File: config.mk
export PLATFORM = sky130hd
export DESIGN_NAME = ssf_top
export DESIGN_NICKNAME = d
export VERILOG_FILES = /design/src/ssf_flag.v /design/src/ssf_top.v
export VERILOG_INCLUDE_DIRS = /design/src /design/src/inc
export SDC_FILE = /design/constraint.sdc
export NUM_CORES = 1
export LEC_CHECK = 0
export BUFFER_PORTS_ARGS = -buffer_cell sky130_fd_sc_hd__buf_2
export CAP_MARGIN = 20
export CORE_ASPECT_RATIO = 2
export CORE_MARGIN = 1.5
export CORE_UTILIZATION = 44
export CTS_BUF_LIST = sky130_fd_sc_hd__clkbuf_2
export DETAILED_ROUTE_END_ITERATION = 10
export GPL_TIMING_DRIVEN = 0
export PLACE_DENSITY_LB_ADDON = 0.15
export SYNTH_ARGS = -nofsm -noshare
export SYNTH_HDL_FRONTEND = slang
export SYNTH_SLANG_ARGS = --single-unit
File: constraint.sdc
create_clock -name pclk -period 2.5 [get_ports pclk]
set_clock_uncertainty 0.2 [all_clocks]
set_input_delay 0 -clock pclk [delete_from_list [all_inputs] [get_ports pclk]]
set_output_delay 0 -clock pclk [all_outputs]
set_load 0.005 [all_outputs]
File: src/inc/ssf_consts.vh
// Constants of the serial status flag block.
`ifndef SSF_CONSTS_VH
`define SSF_CONSTS_VH
`define SSF_ADDR_STATUS 12'h000
`define SSF_ADDR_CTRL 12'h004
`define SSF_ADDR_RXBUF 12'h008
`define SSF_ADDR_TXBUF 12'h00c
`define SSF_ADDR_IRQ_STAT 12'h010
`define SSF_ADDR_IRQ_MASK 12'h014
`define SSF_STATUS_RESET 8'h84
`define SSF_BIT_TX_EMPTY 7
`define SSF_BIT_RX_FULL 6
`define SSF_BIT_OVR 5
`define SSF_BIT_FRM 4
`define SSF_BIT_PAR 3
`define SSF_BIT_TX_END 2
`define SSF_BIT_RX_MP 1
`define SSF_BIT_TX_MP 0
`define SSF_CTRL_TXEN 0
`define SSF_CTRL_RXEN 1
`define SSF_CTRL_RX_IRQ_EN 2
`define SSF_CTRL_ODD 3
`define SSF_CTRL_SYNC 4
`define SSF_CTRL_RESET 8'h00
`define SSF_IRQ_RXFULL 0
`define SSF_IRQ_RXERR 1
`define SSF_IRQ_TXEMPTY 2
`define SSF_IRQ_W 3
`endif

File: src/ssf_flag.v
// One CPU-clearable status flag with read-before-clear arming.
`include "ssf_consts.vh"
module ssf_flag #(
    parameter RESET_VAL = 1'b0
) (
    input wire pclk,
    input wire presetn,
    input wire init,
    input wire init_val,
    input wire set,
    input wire hw_clr,
    input wire rd_seen,
    input wire wr_zero,
    output reg flag_reg
);
    reg armed_reg;
    reg flag_next;
    always @* begin
        flag_next = flag_reg;
        if (wr_zero && armed_reg)
            flag_next = 1'b0;
        if (hw_clr)
            flag_next = 1'b0;
        if (set)
            flag_next = 1'b1;
    end
    always @(posedge pclk or negedge presetn) begin
        if (!presetn) begin
            // Reset value is per flag, so the empty flag comes up set.
            flag_reg <= RESET_VAL;
            armed_reg <= 1'b0;
        end else if (init) begin
            flag_reg <= init_val;
            armed_reg <= 1'b0;
        end else begin
            flag_reg <= flag_next;
            // A read arms the clear only while the flag is seen as 1.
            if (rd_seen)
                armed_reg <= flag_reg;
            else if (!flag_next)
                armed_reg <= 1'b0;
        end
    end
endmodule

File: src/ssf_top.v
// Serial status register, flags, receive buffer and APB slave.
//
// Implementation choices: register access over APB and the register offsets.
`include "ssf_consts.vh"
module ssf_top (
    input wire pclk,
    input wire presetn,
    input wire psel,
    input wire penable,
    input wire pwrite,
    input wire [11:0] paddr,
    input wire [31:0] pwdata,
    output reg [31:0] prdata,
    output reg pready,
    output reg pslverr,
    input wire low_power_entry,
    input wire tx_load,
    input wire tx_last_bit,
    input wire rx_done,
    input wire [7:0] rx_shift_data,
    input wire rx_parity_en,
    input wire rx_parity_bit,
    input wire rx_stop_bit,
    input wire rx_mp_valid,
    input wire rx_mp_bit,
    output reg [7:0] tx_buffer_reg,
    output reg tx_data_valid_reg,
    output reg tx_multiproc_bit_reg,
    output reg tx_enable_reg,
    output reg rx_enable_reg,
    output reg parity_odd_select_reg,
    output reg sync_mode_reg,
    output reg rx_halt_reg,
    output reg tx_halt_reg,
    output reg rx_full_irq,
    output reg rx_error_irq,
    output reg irq
);
    ////////////////////////////////////////////////////////////////////////
    wire [4:0] flag_q;
    reg [7:0] ctrl_reg;
    reg [7:0] rx_buffer_reg;
    reg tx_end_flag_reg;
    reg rx_multiproc_bit_reg;
    reg [`SSF_IRQ_W-1:0] irq_stat_reg;
    reg [`SSF_IRQ_W-1:0] irq_mask_reg;
    reg rx_full_d_reg;
    reg rx_err_d_reg;
    reg tx_empty_d_reg;
    localparam [7:0] STATUS_INIT = `SSF_STATUS_RESET;
    wire tx_buffer_empty = flag_q[4];
    wire rx_buffer_full = flag_q[3];
    wire overrun_flag = flag_q[2];
    wire framing_flag = flag_q[1];
    wire parity_flag = flag_q[0];
    wire any_err = overrun_flag | framing_flag | parity_flag;
    wire [7:0] status_word = {tx_buffer_empty, rx_buffer_full, overrun_flag, framing_flag,
        parity_flag, tx_end_flag_reg, rx_multiproc_bit_reg, tx_multiproc_bit_reg};

    function hit;
        input [11:0] a;
        input [11:0] ref_addr;
        begin
            hit = (a == ref_addr);
        end
    endfunction

    // Writes and read side effects act only at the access edge; read data is loaded in the setup cycle; the slave answers with no wait states.
    wire acc = psel & penable;
    wire wr_acc = acc & pwrite;
    wire rd_acc = acc & ~pwrite;
    wire wr_status = wr_acc & hit(paddr, `SSF_ADDR_STATUS);
    wire rd_status = rd_acc & hit(paddr, `SSF_ADDR_STATUS);
    wire wr_ctrl = wr_acc & hit(paddr, `SSF_ADDR_CTRL);
    wire rd_rxbuf = rd_acc & hit(paddr, `SSF_ADDR_RXBUF);
    wire wr_txbuf = wr_acc & hit(paddr, `SSF_ADDR_TXBUF);
    wire wr_istat = wr_acc & hit(paddr, `SSF_ADDR_IRQ_STAT);
    wire wr_imask = wr_acc & hit(paddr, `SSF_ADDR_IRQ_MASK);
    wire mapped = hit(paddr, `SSF_ADDR_STATUS) | hit(paddr, `SSF_ADDR_CTRL) |
        hit(paddr, `SSF_ADDR_RXBUF) | hit(paddr, `SSF_ADDR_TXBUF) |
        hit(paddr, `SSF_ADDR_IRQ_STAT) | hit(paddr, `SSF_ADDR_IRQ_MASK);

    ////////////////////////////////////////////////////////////////////////
    // low-power reinit.
    wire init = low_power_entry;
    wire txen_fall = wr_ctrl & tx_enable_reg & ~pwdata[`SSF_CTRL_TXEN];
    wire rx_ok = rx_done & rx_enable_reg & ~any_err;
    wire frm_err = ~rx_stop_bit;
    wire par_err = rx_parity_en & ((^rx_shift_data ^ rx_parity_bit) != parity_odd_select_reg);
    wire ovr_err = rx_buffer_full;
    wire clean = ~frm_err & ~par_err & ~ovr_err;

    wire [4:0] set_v;
    wire [4:0] hwclr_v;
    assign set_v[4] = txen_fall | tx_load | ~tx_enable_reg;
    assign set_v[3] = rx_ok & clean;
    assign set_v[2] = rx_ok & ovr_err;
    assign set_v[1] = rx_ok & ~ovr_err & frm_err;
    assign set_v[0] = rx_ok & ~ovr_err & par_err;
    assign hwclr_v[4] = wr_txbuf & tx_enable_reg;
    assign hwclr_v[3] = rd_rxbuf;
    // errors clear only by CPU or low-power reinit; receive enable leaves them.
    assign hwclr_v[2] = 1'b0;
    assign hwclr_v[1] = 1'b0;
    assign hwclr_v[0] = 1'b0;

    genvar g;
    generate
        for (g = 0; g < 5; g = g + 1) begin : flags
            ssf_flag #(.RESET_VAL(STATUS_INIT[g + `SSF_BIT_PAR])) u_flag (
                .pclk(pclk),
                .presetn(presetn),
                .init(init),
                .init_val(STATUS_INIT[g + `SSF_BIT_PAR]),
                .set(set_v[g]),
                .hw_clr(hwclr_v[g]),
                .rd_seen(rd_status),
                .wr_zero(wr_status & ~pwdata[g + `SSF_BIT_PAR]),
                .flag_reg(flag_q[g])
            );
        end
    endgenerate

    ////////////////////////////////////////////////////////////////////////
    always @(posedge pclk or negedge presetn) begin
        if (!presetn) begin
            ctrl_reg <= `SSF_CTRL_RESET;
            rx_buffer_reg <= 8'h00;
            tx_buffer_reg <= 8'h00;
            tx_data_valid_reg <= 1'b0;
            tx_end_flag_reg <= STATUS_INIT[`SSF_BIT_TX_END];
            rx_multiproc_bit_reg <= 1'b0;
            tx_multiproc_bit_reg <= 1'b0;
        end else if (init) begin
            tx_end_flag_reg <= STATUS_INIT[`SSF_BIT_TX_END];
            rx_multiproc_bit_reg <= 1'b0;
            tx_multiproc_bit_reg <= 1'b0;
            tx_data_valid_reg <= 1'b0;
        end else begin
            if (wr_ctrl)
                ctrl_reg <= pwdata[7:0];
            // errored byte still loads; overrun keeps old; disabled leaves it.
            if (rx_ok & ~ovr_err)
                rx_buffer_reg <= rx_shift_data;
            if (rx_ok & ~ovr_err & rx_mp_valid)
                rx_multiproc_bit_reg <= rx_mp_bit;
            if (wr_txbuf & tx_enable_reg) begin
                tx_buffer_reg <= pwdata[7:0];
                tx_data_valid_reg <= 1'b1;
            end else if (tx_load | ~tx_enable_reg) begin
                tx_data_valid_reg <= 1'b0;
            end
            // only the transmit multiprocessor bit is writable.
            if (wr_status)
                tx_multiproc_bit_reg <= pwdata[`SSF_BIT_TX_MP];
            if (txen_fall | (tx_last_bit & tx_buffer_empty))
                tx_end_flag_reg <= 1'b1;
            else if (hwclr_v[4] | (wr_status & ~pwdata[`SSF_BIT_TX_EMPTY] & tx_buffer_empty))
                tx_end_flag_reg <= 1'b0;
        end
    end

    always @* begin
        tx_enable_reg = ctrl_reg[`SSF_CTRL_TXEN];
        rx_enable_reg = ctrl_reg[`SSF_CTRL_RXEN];
        parity_odd_select_reg = ctrl_reg[`SSF_CTRL_ODD];
        sync_mode_reg = ctrl_reg[`SSF_CTRL_SYNC];
    end

    ////////////////////////////////////////////////////////////////////////
    // Interrupt events are edges of the flags so a held flag does not refire after a clear.
    wire [`SSF_IRQ_W-1:0] ev = {tx_buffer_empty & ~tx_empty_d_reg,
        any_err & ~rx_err_d_reg, rx_buffer_full & ~rx_full_d_reg};
    always @(posedge pclk or negedge presetn) begin
        if (!presetn) begin
            irq_stat_reg <= {`SSF_IRQ_W{1'b0}};
            irq_mask_reg <= {`SSF_IRQ_W{1'b0}};
            rx_full_d_reg <= 1'b0;
            rx_err_d_reg <= 1'b0;
            tx_empty_d_reg <= 1'b1;
            rx_full_irq <= 1'b0;
            rx_error_irq <= 1'b0;
            irq <= 1'b0;
            rx_halt_reg <= 1'b0;
            tx_halt_reg <= 1'b0;
            prdata <= 32'h00000000;
            pready <= 1'b0;
            pslverr <= 1'b0;
        end else begin
            rx_full_d_reg <= rx_buffer_full;
            rx_err_d_reg <= any_err;
            tx_empty_d_reg <= tx_buffer_empty;
            if (wr_imask)
                irq_mask_reg <= pwdata[`SSF_IRQ_W-1:0];
            irq_stat_reg <= (irq_stat_reg & ~(wr_istat ? pwdata[`SSF_IRQ_W-1:0] :
                {`SSF_IRQ_W{1'b0}})) | ev;
            irq <= |(irq_stat_reg & irq_mask_reg);
            rx_full_irq <= rx_buffer_full & ctrl_reg[`SSF_CTRL_RX_IRQ_EN];
            rx_error_irq <= any_err & ctrl_reg[`SSF_CTRL_RX_IRQ_EN];
            // receive halts while any error flag stands; transmit halts only in sync mode.
            rx_halt_reg <= any_err;
            tx_halt_reg <= any_err & sync_mode_reg;
            pready <= psel & ~penable;
            pslverr <= psel & ~penable & ~mapped;
            prdata <= 32'h00000000;
            if (psel & ~penable & ~pwrite) begin
                if (hit(paddr, `SSF_ADDR_STATUS))
                    prdata <= {24'h000000, status_word};
                else if (hit(paddr, `SSF_ADDR_CTRL))
                    prdata <= {24'h000000, ctrl_reg};
                else if (hit(paddr, `SSF_ADDR_RXBUF))
                    prdata <= {24'h000000, rx_buffer_reg};
                else if (hit(paddr, `SSF_ADDR_TXBUF))
                    prdata <= {24'h000000, tx_buffer_reg};
                else if (hit(paddr, `SSF_ADDR_IRQ_STAT))
                    prdata <= {29'h0, irq_stat_reg};
                else if (hit(paddr, `SSF_ADDR_IRQ_MASK))
                    prdata <= {29'h0, irq_mask_reg};
            end
        end
    end
endmodule

## Yosys cells after proc, flatten, opt, wreduce, memory -nomap -nowiden

Cells that the tools add are included.

| operators by class | value |
|---|---|
| bitwise gates (word level) | 75 |
| shifts and indexed selects | 0 |
| muxes and demuxes | 50 |
| multiply operators | 0 |
| div/mod/pow operators | 0 |
| equal/unequal tests | 11 |
| add/subtract/negate cells | 0 |
| reduce and logical (&&, ||, !) cells | 15 |
| magnitude comparators | 0 |

Operators by type and width:

| operator | count |
|---|---|
| two-way mux 1 bit | 42 |
| bitwise AND 1 bit | 40 |
| two-way mux 32 bit | 1 |
| two-way mux 8 bit | 4 |
| equality test 12 x 4 -> 1 bit (second input constant) | 2 |
| equality test 12 x 5 -> 1 bit (second input constant) | 2 |
| NOT 1 bit | 18 |
| equality test 12 x 3 -> 1 bit (second input constant) | 1 |
| logical NOT 12 bit | 1 |
| inequality test 3 bit (second input constant) | 4 |
| bitwise OR 1 bit | 12 |
| two-way mux 3 bit | 3 |
| parity 8 bit | 1 |
| bitwise AND 3 bit | 2 |
| AND reduction 2 bit | 3 |
| nonzero test 3 bit | 2 |
| logical AND 1 bit | 5 |
| nonzero test 2 bit | 2 |
| inequality test 3 x 2 -> 1 bit (second input constant) | 1 |
| NOT 3 bit | 1 |
| bitwise OR 3 bit | 1 |
| OR reduction 3 bit | 1 |
| inequality test 1 bit | 1 |
| XOR 1 bit | 1 |

| storage, ports and cells | value |
|---|---|
| memories | 0 |
| flip-flop bits (word level) | 85 |
| memory bits (writable) | 0 |
| bits in latches | 0 |
| ROM bits | 0 |
| word-level logic and storage cells | 180 |

## Depth between registers and ports, before layout

Gate-level depths: netlist of the first run.

| depth | value |
|---|---|
| word-level depth | 12 |
| depth in mapped cells | 6 |
| depth with buffers taken out | 6 |

## By module

From an unflattened synthesis of the first run, not the netlist that was laid out.

| unflattened totals | value |
|---|---|
| cell total of the unflattened synthesis | 302 |
| area, all modules | 3,269.4 µm² |

Modules (own cells, without submodules):

| module | area each (µm²) | times used | cells each | sequential area each (µm²) |
|---|---|---|---|---|
| ssf_top | 2,730.1 | 1 | 247 | 1,278.7 |
| ssf_flag (flags[0].u_flag ...) | 107.6 | 4 | 11 | 50.0 |
| ssf_flag (flags[4].u_flag) | 108.9 | 1 | 11 | 51.3 |

## Least setup slack after synthesis of the first run

No wires, ideal clock.

| timing path | value |
|---|---|
| path kind | register -> register |
| from | register flags[1].u_flag.flag_reg |
| to | register rx_buffer_reg[0] |
| setup time | 0.125 ns |
| slack | 0.432 ns |
| stages on the path, launching flop included | 5 |
| data arrival time | 1.743 ns |
| data required time | 2.175 ns |
| buffers on the path | 0 |
| cell sequence | dfrtp_1 nor3_1 nand2_1 nor2_1 mux2_2 |

| between the ends | value |
|---|---|
| word-level cells in the longest chain between the ends | 6 |

RTL lines:

| what | line | text |
|---|---|---|
| from (decl) | ssf_flag.v:14 | `output reg flag_reg` |
| from (signal assigned) | ssf_flag.v:33 | `flag_reg <= init_val;` |
| from (signal assigned) | ssf_flag.v:36 | `flag_reg <= flag_next;` |
| bitwise OR 1 bit (2 in a row) | ssf_top.v:56 | `wire any_err = overrun_flag \| framing_flag \| parity_flag;` |
| NOT 1 bit | ssf_top.v:87 | `wire rx_ok = rx_done & rx_enable_reg & ~any_err;` |
| bitwise AND 1 bit | ssf_top.v:87 |  |
| bitwise AND 1 bit | ssf_top.v:143 | `if (rx_ok & ~ovr_err)` |
| AND reduction 2 bit (no line) | - |  |
| to (signal assigned) | ssf_top.v:144 | `rx_buffer_reg <= rx_shift_data;` |
| to (decl) | ssf_top.v:42 | `reg [7:0] rx_buffer_reg;` |

No other way between the ends.
A chain may end at the register's enable or synchronous reset.

## Worst setup path in the final report of the first run

| timing path | value |
|---|---|
| from | input port paddr[10] |
| to | register tx_end_flag_reg |

| between the ends | value |
|---|---|
| word-level cells in the longest chain between the ends | 7 |
| elaborated cells between the ends (all ways) | 16 |

RTL lines:

| what | line | text |
|---|---|---|
| from (decl) | ssf_top.v:11 | `input wire [11:0] paddr,` |
| equality test 12 x 3 -> 1 bit | ssf_top.v:64 | `hit = (a == ref_addr);` |
| bitwise AND 1 bit | ssf_top.v:74 | `` wire wr_ctrl = wr_acc & hit(paddr, `SSF_ADDR_CTRL); `` |
| bitwise AND 1 bit (2 in a row) | ssf_top.v:86 | `` wire txen_fall = wr_ctrl & tx_enable_reg & ~pwdata[`SSF_CTRL_TXEN]; `` |
| bitwise OR 1 bit | ssf_top.v:156 | `if (txen_fall \| (tx_last_bit & tx_buffer_empty))` |
| two-way mux 1 bit | ssf_top.v:156 |  |
| two-way mux 1 bit | ssf_top.v:134 | `end else if (init) begin` |
| to (signal assigned) | ssf_top.v:131 | `` tx_end_flag_reg <= STATUS_INIT[`SSF_BIT_TX_END]; `` |
| to (signal assigned) | ssf_top.v:135 | `` tx_end_flag_reg <= STATUS_INIT[`SSF_BIT_TX_END]; `` |
| to (decl) | ssf_top.v:43 | `reg tx_end_flag_reg;` |

Several ways; a longest one is shown, not always the timed one.

==> out/summary.txt, run 1 <==
yosys warns -> 0
Syn Std Cell Area -> 3190 µm²
Global Route Usage Sum -> 26.1%
status -> finished, violations left
reg-to-reg slack, setup -> 0.25 ns
share of cells above drive strength 1 -> 35.2%
Setup-failing EPs final -> 0
Leak -> 0.00227 µW
most common cell after layout, fill and taps aside -> buf_2
Tcrit/Tclk final -> 97.4%
clock tree buffer depth -> 2
CP endpoint kind -> flip-flop
HP Start -> paddr[6]
Initial DRC Count -> 136
Ant. Diodes -> 0
Hold Path Depth -> 6
die area -> 7790 µm²
vias per inst -> 5.20
Data arrival, critical path -> 2.70 ns
critical path launch point type -> input pin
Die Span X -> 63.2 µm
initial cell density of the core -> 45.6%
HP Class -> in -> reg
Hold Fails Final Rpt -> 1
PwrDens -> 429 nW/µm²
Hold Worst Slack -> -0.0403 ns
clk slew on worst S/H paths -> 0.17 ns
kind of critical path -> in -> reg
ANT nets after route -> 0
Routed wire per std cell -> 17.2 µm
EDFF count, synth -> 0
GRT Residual Overflow -> 0
Primary FF master, synth -> dfrtp_1
failing checks -> hold timing
Layout fillers -> 607
GPL Wtd Cong -> 0.877
Syn Inst Count -> 290
Max Transition Viols Final -> 0
initial antenna violation count -> 0
detailed-route wire length -> 9420 µm
Worst Setup Slack, final -> 0.0647 ns
Worst R2R Start -> ctrl_reg[0]$_DFFE_PN0P_
nets@finish -> 519
Die Y-Extent -> 123 µm
first-pass GRT wire length -> 15000 µm
Hold Crit Endpoint -> flags[4].u_flag.armed_reg$_DFFE_PN0P_
IO Count -> 119
worst endpoint required time -> 2.76 ns
syn_area_per_cell -> 11.0 µm²
Distinct cells, synth -> 56
Crit Path Max Fanout -> 8
met1 usage -> 26.8%
VDD IR-drop max -> 0.333 mV
Yosys reg bits -> 61
grt met3 use -> 5.91%
FFs w/ async S/R, synth -> 100%
TritonRoute pass-1 iters -> 4
clock sinks -> 61
detailed-route via count -> 2851
setup_tns -> 0 ns
most frequent cells in the layout -> 71 x buf_2, 58 x dfrtp_1, 57 x dlygate4sd3_1, 32 x mux2_2, 25 x buf_4
reg2reg end -> tx_end_flag_reg$_DFFE_PN1P_
gr busiest metal -> met2
H-tree depth -> 3
f_max -> 0.411 GHz
P&R area growth vs syn -> 41.2%
Place WS -> -0.339 ns
Worst Tran Pin Value -> 0.606 ns
sequential area share after synthesis -> 48.0%
CTS Buf Count -> 9
HPWL after DPL -> 6620 µm
largest net degree at the start of global routing -> 35
max-cap violation count -> 0
CTS tree -> built
DRC Markers -> 0
floorplan row count -> 43
fin crit period -> 2.44 ns
worst-skew pair later-pin latency -> 0.54 ns
core area -> 6990 µm²
Slew HR -> 59.3%
RSZ-0062 raised after global routing -> no
number of global-route vias before repair -> 3001
Reg2Reg Depth -> 4
GR Util met2 -> 47.0%
Port Buffer Count -> 69
CTS Root Cell -> clkbuf_2
[worst max-delay path, stage by stage]
cell	delay, ns
buf_2	0.10
or4_4	0.56
or3_1	0.37
buf_2	0.18
nor3_1	0.19
a221oi_1	0.11
dlygate4sd3_1	0.58
nand2_1	0.06
dlygate4sd3_1	0.54
[per-layer routing]
layer  wire length [µm]  vias up
li1                   -     1334
met1               3300     1365
met2               5140      113
met3                422       39
met4                552        0
met5                  0        -
[power breakdown]
group	internal [µW]	switching, µW
Combinational	130	123
Sequential	990	0.988
Clock	317	369
Total	1440	492
[how the worst max path moves through the flow]
stage | startpoint | endpoint
4_1_cts | penable | flags[1].u_flag.armed_reg$_DFFE_PN0P_
2_1_floorplan | flags[1].u_flag.flag_reg$_DFF_PN0_ | rx_buffer_reg[0]$_DFFE_PN0P_
5_1_grt | paddr[10] | tx_end_flag_reg$_DFFE_PN1P_
3_3_place_gp | flags[1].u_flag.flag_reg$_DFF_PN0_ | flags[0].u_flag.armed_reg$_DFFE_PN0P_
3_5_place_dp | flags[1].u_flag.flag_reg$_DFF_PN0_ | flags[0].u_flag.armed_reg$_DFFE_PN0P_
6_report | paddr[10] | tx_end_flag_reg$_DFFE_PN1P_
[synth_stat cells (all sizes together), types with 2 or more instances]
library cell,n,area share (%)
or3,7,1.4
nor4,5,1.4
inv,7,0.82
buf,28,6.2
dfstp,3,2.5
o31ai,3,0.71
xnor2,3,0.82
and3b,2,0.55
o21ai,5,0.79
or2,4,0.79
o211a,2,0.63
clkbuf,5,0.59
a22o,8,2.2
nand4,3,0.59
mux2,32,11
dfrtp,58,46
a31oi,2,0.39
nor2,16,2.1
xor2,4,1.1
a211o,3,0.82
and2,4,0.79
nand2b,3,0.59
nand3,2,0.31
and3,2,0.39
mux2i,5,1.6
nor3,10,2.1
or4,3,0.82
a22oi,8,1.9
nand2,16,1.9
nor2b,6,1.2
a21oi,14,2.2
[per-stage QoR]
| step | utilization (%) | cells | instance area (µm²) | power [µW] | hold slack [ns] |
|---|---|---|---|---|---|
| floorplan | - | 313 | 3270 | 1110 | -0.496 |
| finish | 64.3 | 548 | 4500 | 1930 | -0.0403 |
| global route | 64.3 | 548 | 4500 | 2000 | 0.0155 |
| global placement | 53.3 | 472 | 3730 | 1200 | 0.0455 |
| detailed placement | 53.6 | 473 | 3750 | 1200 | -0.144 |
| CTS | 63.8 | 546 | 4460 | 1930 | -0.217 |
[layout make-up]
class	count	area, µm²	share of cell area, %
well taps	90	113	2.50
plain buffers	33	216	4.81
multi-input cells	212	1530	33.9
inverters	7	26.3	0.584
clock buffers	9	45.0	1.00
flip-flops and latches	61	1530	34.0
clock inverters	7	80.1	1.78
repair buffers	129	963	21.4
[cells by family after synthesis]
| family | Yosys count | synth area share [%] |
|---|---|---|
| compound gates | 54 | 12.0 |
| mux | 37 | 12.9 |
| xor+xnor | 8 | 2.63 |
| other cells | 1 | 0.118 |
| simple gates | 89 | 16.8 |
| flops | 61 | 48.0 |
| buf+inv | 40 | 7.62 |
[timing repair]
item                                    CTS  global route
gates resized for setup                   2             3
endpoints found under the hold margin   115             1
setup buffers                             0             0
hold buffers                             57             1
endpoints found under the setup margin   10             5
Note: power is estimated with default switching activity, not from simulation.
==> run 2, diff against run 1 <==
--- a/config.mk
+++ b/config.mk
@@ -7,12 +7,12 @@
 export NUM_CORES = 1
 export LEC_CHECK = 0
 export BUFFER_PORTS_ARGS = -buffer_cell sky130_fd_sc_hd__buf_2
-export CAP_MARGIN = 20
 export CORE_ASPECT_RATIO = 2
 export CORE_MARGIN = 1.5
 export CORE_UTILIZATION = 44
 export CTS_BUF_LIST = sky130_fd_sc_hd__clkbuf_2
 export DETAILED_ROUTE_END_ITERATION = 10
+export GPL_ROUTABILITY_DRIVEN = 0
 export GPL_TIMING_DRIVEN = 0
 export PLACE_DENSITY_LB_ADDON = 0.15
 export SYNTH_ARGS = -nofsm -noshare
==> constraint.sdc (replaced) <==
create_clock -name pclk -period 2.73 [get_ports pclk]
set_clock_uncertainty 0.2 [all_clocks]
set_input_delay 0 -clock pclk [delete_from_list [all_inputs] [get_ports pclk]]
set_output_delay 0 -clock pclk [all_outputs]
set_load 0.005 [all_outputs]
==> out/summary.txt, run 2 (same netlist as run 1, synthesis figures left out) <==
clk slew on worst S/H paths -> 0.17 ns (about the same)
ANT nets after route -> 0 (unchanged)
clock sinks -> 61 (unchanged)
worst endpoint required time -> 2.96 ns (+0.20 ns)
Max Transition Viols Final -> 0 (unchanged)
reg2reg end -> flags[1].u_flag.armed_reg$_DFFE_PN0P_
Layout fillers -> 603 (-0.66%)
final std cells w/o fill -> 552 (+0.73%)
HPWL after DPL -> 6510 µm (-1.7%)
Worst R2R Start -> flags[1].u_flag.flag_reg$_DFF_PN0_
first-pass GRT wire length -> 15300 µm (+1.5%)
Tcrit/Tclk final -> 94.5%
reg-to-reg slack, setup -> 0.32 ns (+0.07 ns)
Port Buffer Count -> 69 (unchanged)
Hold Fails Final Rpt -> 2 (+1)
Setup Fix Bufs, Post-CTS -> 0 (unchanged)
detailed-route wire length -> 9510 µm (+0.91%)
Crit Path Max Fanout -> 8 (unchanged)
failing checks -> hold timing
Slew HR -> 48.4% (-11 points)
nets@finish -> 523 (+0.77%)
max-cap violation count -> 0 (unchanged)
DRC Markers -> 0 (unchanged)
PwrDens -> 373 nW/µm² (-13%)
HP Class -> in -> reg
VDD IR-drop max -> 0.295 mV (-12%)
vias per inst -> 5.21 (+0.18%)
status -> finished, violations left
Global Route Usage Sum -> 26.3% (+0.23 points)
core area -> 6990 µm² (unchanged)
IO Count -> 119 (unchanged)
TritonRoute pass-1 iters -> 4 (unchanged)
CP endpoint kind -> flip-flop
Final Instance Area -> 4540 µm² (+0.86%)
Hold Path Depth -> 6 (unchanged)
HP Start -> paddr[8]
most frequent cells in the layout -> 68 x buf_2, 62 x dlygate4sd3_1, 58 x dfrtp_1, 32 x mux2_2, 26 x buf_4
RSZ-0062 raised after global routing -> no
Data arrival, critical path -> 2.81 ns (+0.11 ns)
Setup-failing EPs final -> 0 (unchanged)
Die Span X -> 63.2 µm (unchanged)
fin crit period -> 2.58 ns
worst-skew pair later-pin latency -> 0.54 ns (about the same)
kind of critical path -> in -> reg
Routed wire per std cell -> 17.2 µm (+0.18%)
Reg2Reg Depth -> 6 (+2)
f_max -> 0.388 GHz
Placed Cells incl. Taps -> 472 (-0.21%)
floorplan row count -> 43 (unchanged)
CTS Root Cell -> clkbuf_2
GRT Residual Overflow -> 0 (unchanged)
clock tree buffer depth -> 2 (unchanged)
Hold Worst Slack -> -0.0414 ns (-0.00109 ns)
die area -> 7790 µm² (unchanged)
Ant. Diodes -> 0 (unchanged)
critical path launch point type -> input pin
H-tree depth -> 3 (unchanged)
most common cell after layout, fill and taps aside -> buf_2
Initial DRC Count -> 126 (-7.4%)
Hold Crit Endpoint -> flags[4].u_flag.armed_reg$_DFFE_PN0P_
number of global-route vias before repair -> 3044 (+1.4%)
detailed-route via count -> 2877 (+0.91%)
Placed Area -> 3730 µm² (-0.53%)
Leak -> 0.00229 µW (+0.76%)
largest net degree at the start of global routing -> 62 (+77%)
initial cell density of the core -> 45.6% (unchanged)
CTS tree -> built
P&R area growth vs syn -> 42.4%
share of cells above drive strength 1 -> 35.7% (+0.56 points)
initial antenna violation count -> 0 (unchanged)
CTS Buf Count -> 9 (unchanged)
Worst Tran Pin Value -> 0.773 ns (+0.167 ns)
Die Y-Extent -> 123 µm (unchanged)
-- run 2: cell types whose count changed in the layout (fill, tap and decap cells not counted), sizes merged --
cell / change
buf: -3
bufinv: -1
clkbuf: +2
clkinv: -2
clkinvlp: +1
dlygate4sd3: +5
dlymetal6s4s: +2
-- run 2: repair_timing --
item                                    CTS  global route
hold buffers                             61             4
gates resized for setup                   1            18
endpoints found under the setup margin    9            26
hold endpoints to repair                112            60
-- run 2: worst max-delay path, stage by stage --
cell and delay [ns]:
dlygate4sd3_1 0.54, buf_2 0.13, or3_4 0.41, or4_1 0.53, buf_6 0.16, o31a_1 0.25
o21ai_1 0.13, dlygate4sd3_1 0.58, a21oi_1 0.07
-- run 2: metrics by stage --
stage	power, µW	utilization [%]	worst slack [ns]	hold slack [ns]	setup TNS [ns]
3_3_place_gp	1100	53.3	-0.112	0.0455	-0.597
2_1_floorplan	1010	-	0.662	-0.496	0
6_report	1690	64.9	0.150	-0.0414	0
3_5_place_dp	1100	53.3	-0.122	0.0609	-0.612
5_1_grt	1760	64.9	0.00305	0.00892	0
4_1_cts	1690	63.6	0.00734	-0.00442	0
-- run 2: where the power goes --
part	switching (µW)	total [µW]	leakage, µW	internal [µW]
sequential	0.802	907	0.000830	906
combinational	113	231	0.00139	118
clock	341	554	0.0000694	213
-- run 2: layout make-up --
class	instances	area [µm²]	share of cell area, %
Buffer	33	229	5.04
Multi-Input combinational cell	212	1540	34.0
Tap cell	90	113	2.48
Inverter	7	26.3	0.579
Timing Repair Buffer	133	993	21.9
Clock inverter	5	51.3	1.13
Sequential cell	61	1530	33.7
Clock buffer	11	55.1	1.21
-- run 2: worst max path at each step --
stage / slack [ns] / cells after the start / to / from
2_1_floorplan: 0.66 / 4 / rx_buffer_reg[0]$_DFFE_PN0P_ / flags[1].u_flag.flag_reg$_DFF_PN0_
3_5_place_dp: -0.12 / 5 / flags[0].u_flag.armed_reg$_DFFE_PN0P_ / flags[1].u_flag.flag_reg$_DFF_PN0_
4_1_cts: 0.007 / 10 / tx_end_flag_reg$_DFFE_PN1P_ / paddr[11]
3_3_place_gp: -0.11 / 5 / flags[0].u_flag.armed_reg$_DFFE_PN0P_ / flags[1].u_flag.flag_reg$_DFF_PN0_
6_report: 0.15 / 9 / flags[1].u_flag.armed_reg$_DFFE_PN0P_ / paddr[9]
5_1_grt: 0.003 / 9 / prdata[3]$_DFF_PN0_ / paddr[2]
-- run 2: routing by layer --
layer	routed length (µm)	global-route usage, %	vias to the layer above
met5	0	0	-
met4	512	18.2	0
met3	357	4.73	33
met2	5330	47.5	102
met1	3310	27.3	1399
li1	-	-	1343
==> run 3, diff against run 2 <==
--- a/config.mk
+++ b/config.mk
@@ -6,6 +6,7 @@
 export SDC_FILE = /design/constraint.sdc
 export NUM_CORES = 1
 export LEC_CHECK = 0
+export ABC_AREA = 1
 export BUFFER_PORTS_ARGS = -buffer_cell sky130_fd_sc_hd__buf_2
 export CORE_ASPECT_RATIO = 2
 export CORE_MARGIN = 1.5
==> out/summary.txt, run 3 <==
status -> finished clean
HP Start -> paddr[9]
Max Transition Viols Final -> 0 (unchanged)
RSZ-0062 raised after global routing -> yes
Syn Inst Count -> 417 (+44%)
critical path launch point type -> flip-flop
Crit Path Max Fanout -> 3 (-5)
most frequent cells in the layout -> 93 x nand2_1, 71 x buf_2, 69 x dlygate4sd3_1, 57 x dfrtp_1, 56 x inv_1
initial cell density of the core -> 45.3% (-0.26 points)
Slew HR -> 49.8% (+1.3 points)
Final Util -> 64.9% (about the same)
FFs w/ async S/R, synth -> 100% (unchanged)
Syn Std Cell Area -> 3290 µm² (+3.3%)
PwrDens -> 359 nW/µm² (-3.7%)
Layout fillers -> 652 (+8.1%)
worst endpoint required time -> 2.95 ns (about the same)
HP Class -> in -> reg
Hold Path Depth -> 8 (+2)
clk slew on worst S/H paths -> 0.18 ns (about the same)
fin crit period -> 2.60 ns (+0.0171 ns)
Placed Area -> 3830 µm² (+2.7%)
nets@finish -> 661 (+26%)
Placed Cells incl. Taps -> 600 (+27%)
kind of critical path -> reg -> reg
Tcrit/Tclk final -> 95.1% (+0.63 points)
Synth top area share -> 44.1% (-1.5 points)
commonest cells in the synthesized netlist -> 94 x nand2_1, 58 x dfrtp_1, 56 x inv_1, 29 x nand3_1, 27 x nor2_1
Die Span X -> 64.2 µm (+1.6%)
DRC Markers -> 0 (unchanged)
P&R area growth vs syn -> 43.3%
Global Route Usage Sum -> 25.9% (-0.39 points)
Worst R2R Start -> flags[0].u_flag.flag_reg$_DFF_PN0_
Primary FF master, synth -> dfrtp_1
CTS Buf Count -> 9 (unchanged)
initial antenna violation count -> 1 (+1)
most common cell after layout, fill and taps aside -> nand2_1
die area -> 8040 µm² (+3.2%)
VDD IR-drop max -> 0.299 mV (+1.4%)
H-tree depth -> 3 (unchanged)
Data arrival, critical path -> 2.82 ns (about the same)
ANT nets after route -> 0 (unchanged)
vias per inst -> 4.82 (-7.6%)
area leader, netlist -> dfrtp_1
core area -> 7270 µm² (+3.9%)
Final Instance Area -> 4720 µm² (+3.9%)
Yosys reg bits -> 61 (unchanged)
CP endpoint kind -> flip-flop
Initial DRC Count -> 291 (+130%)
reg2reg end -> rx_multiproc_bit_reg$_DFFE_PN0P_
number of global-route vias before repair -> 3386 (+11%)
floorplan row count -> 44 (+2.3%)
EDFF count, synth -> 0 (unchanged)
CTS Root Cell -> clkbuf_2
f_max -> 0.385 GHz (-0.66%)
Leak -> 0.00255 µW (+12%)
Setup-failing EPs final -> 0 (unchanged)
Hold Crit Endpoint -> prdata[6]$_DFF_PN0_
area occupied by multi-input gates -> 1410 µm² (-8.5%)
GRT Residual Overflow -> 0 (unchanged)
CTS tree -> built
Hold Fails Final Rpt -> 0 (-2)
worst-skew pair later-pin latency -> 0.53 ns (about the same)
share of cells above drive strength 1 -> 25.8% (-9.9 points)
HPWL after DPL -> 6850 µm (+5.2%)
register area -> 1530 µm² (about the same)
largest net degree at the start of global routing -> 62 (unchanged)
most frequent cell after synthesis -> nand2_1
first-pass GRT wire length -> 15700 µm (+2.5%)
Routed wire per std cell -> 14.2 µm (-17%)
detailed-route wire length -> 9860 µm (+3.7%)
IO Count -> 119 (unchanged)
detailed-route via count -> 3337 (+16%)
clock sinks -> 61 (unchanged)
clock tree buffer depth -> 2 (unchanged)
Port Buffer Count -> 68 (-1.4%)
Reg2Reg Depth -> 10 (+4)
final std cells w/o fill -> 693 (+26%)
TritonRoute pass-1 iters -> 4 (unchanged)
Distinct cells, synth -> 35 (-38%)
reg-to-reg slack, setup -> 0.13 ns (-0.19 ns)
sequential area share after synthesis -> 46.5% (-1.5 points)
Worst Tran Pin Value -> 0.754 ns (-0.0197 ns)
Die Y-Extent -> 125 µm (+1.6%)
max-cap violation count -> 0 (unchanged)
yosys warns -> 0 (unchanged)
syn_area_per_cell -> 7.89 µm² (-28%)
top cells by area, synth -> dfrtp_1 44%, nand2_1 11%, inv_1 6.4%
## run 3: changes by cell type in the layout (fill, tap and decap cells not counted), moves of 11 or more
cell     delta
inv_1      +49
mux2_2     -32
o21ai_1    +19
nand2_1    +77
nor2_1     +11
o21ai_0    +20
nand3_1    +27
## run 3: metrics by stage
stage	hold slack, ns	setup slack, ns	total power (µW)	TNS [ns]
4_1_cts	0.0342	0.0461	1690	0
3_5_place_dp	0.0358	0.812	1090	0
2_1_floorplan	-0.496	1.18	1010	0
5_1_grt	0.0419	-0.00947	1760	-0.00947
3_3_place_gp	0.0346	0.853	1080	0
6_report	0.0292	0.133	1690	0
## run 3: how the worst max path moves through the flow
stage / endpoint / slack [ns] / startpoint
after floorplan: rx_buffer_reg[0]$_DFFE_PN0P_ / 1.18 / flags[0].u_flag.flag_reg$_DFF_PN0_
after global placement: rx_buffer_reg[5]$_DFFE_PN0P_ / 0.85 / flags[0].u_flag.flag_reg$_DFF_PN0_
after detailed placement: rx_buffer_reg[5]$_DFFE_PN0P_ / 0.81 / flags[0].u_flag.flag_reg$_DFF_PN0_
after CTS: rx_multiproc_bit_reg$_DFFE_PN0P_ / 0.05 / flags[0].u_flag.flag_reg$_DFF_PN0_
after global routing: rx_multiproc_bit_reg$_DFFE_PN0P_ / -0.009 / flags[0].u_flag.flag_reg$_DFF_PN0_
final: rx_multiproc_bit_reg$_DFFE_PN0P_ / 0.13 / flags[0].u_flag.flag_reg$_DFF_PN0_
## run 3: kinds of logic (layout without fill, tap and decap cells)
logic type,after synthesis,after routing,synth area share [%]
buf+inv,94,254,13.9
simple gates,189,189,28.1
flops,61,61,46.5
compound gates,70,70,10.9
xor+xnor,2,2,0.532
other cells,1,25,0.114
## run 3: cell type report
type | count | share of cell area, %
Antenna cell | 1 | 0.0530
Buffer | 31 | 4.72
Clock buffer | 10 | 1.06
Clock inverter | 6 | 1.35
Inverter | 63 | 5.01
Multi-Input combinational cell | 285 | 29.9
Sequential cell | 61 | 32.5
Tap cell | 92 | 2.44
Timing Repair Buffer | 144 | 23.0
## run 3: critical path: stages (launching register included)
cell,delay [ns]
dfrtp_2,0.46
nor2_1,0.11
nand2_1,0.10
nor2_2,0.13
nand2_2,0.09
inv_1,0.10
nand2_1,0.06
o21ai_1,0.11
dlygate4sd3_1,0.56
nor2_1,0.04
dlygate4sd3_1,0.55
## run 3: power breakdown
part           switching [µW]  total, µW  internal [µW]
combinational             113        222            109
clock                     352        564            213
sequential              0.652        908            907
total                     466       1690           1230
## run 3: per-layer routing
| layer | global-route usage (%) | vias up | wire, µm |
|---|---|---|---|
| met5 | 0 | - | 0 |
| met3 | 4.68 | 36 | 516 |
| met4 | 18.3 | 0 | 550 |
| li1 | - | 1641 | - |
| met2 | 46.5 | 141 | 5290 |
| met1 | 26.0 | 1519 | 3500 |
## run 3: what timing repair did
action	CTS	global route
endpoints found under the hold margin	112	62
buffers inserted	0	7
endpoints found under the setup margin	0	14
gates resized for setup	0	7
hold buffers	71	3
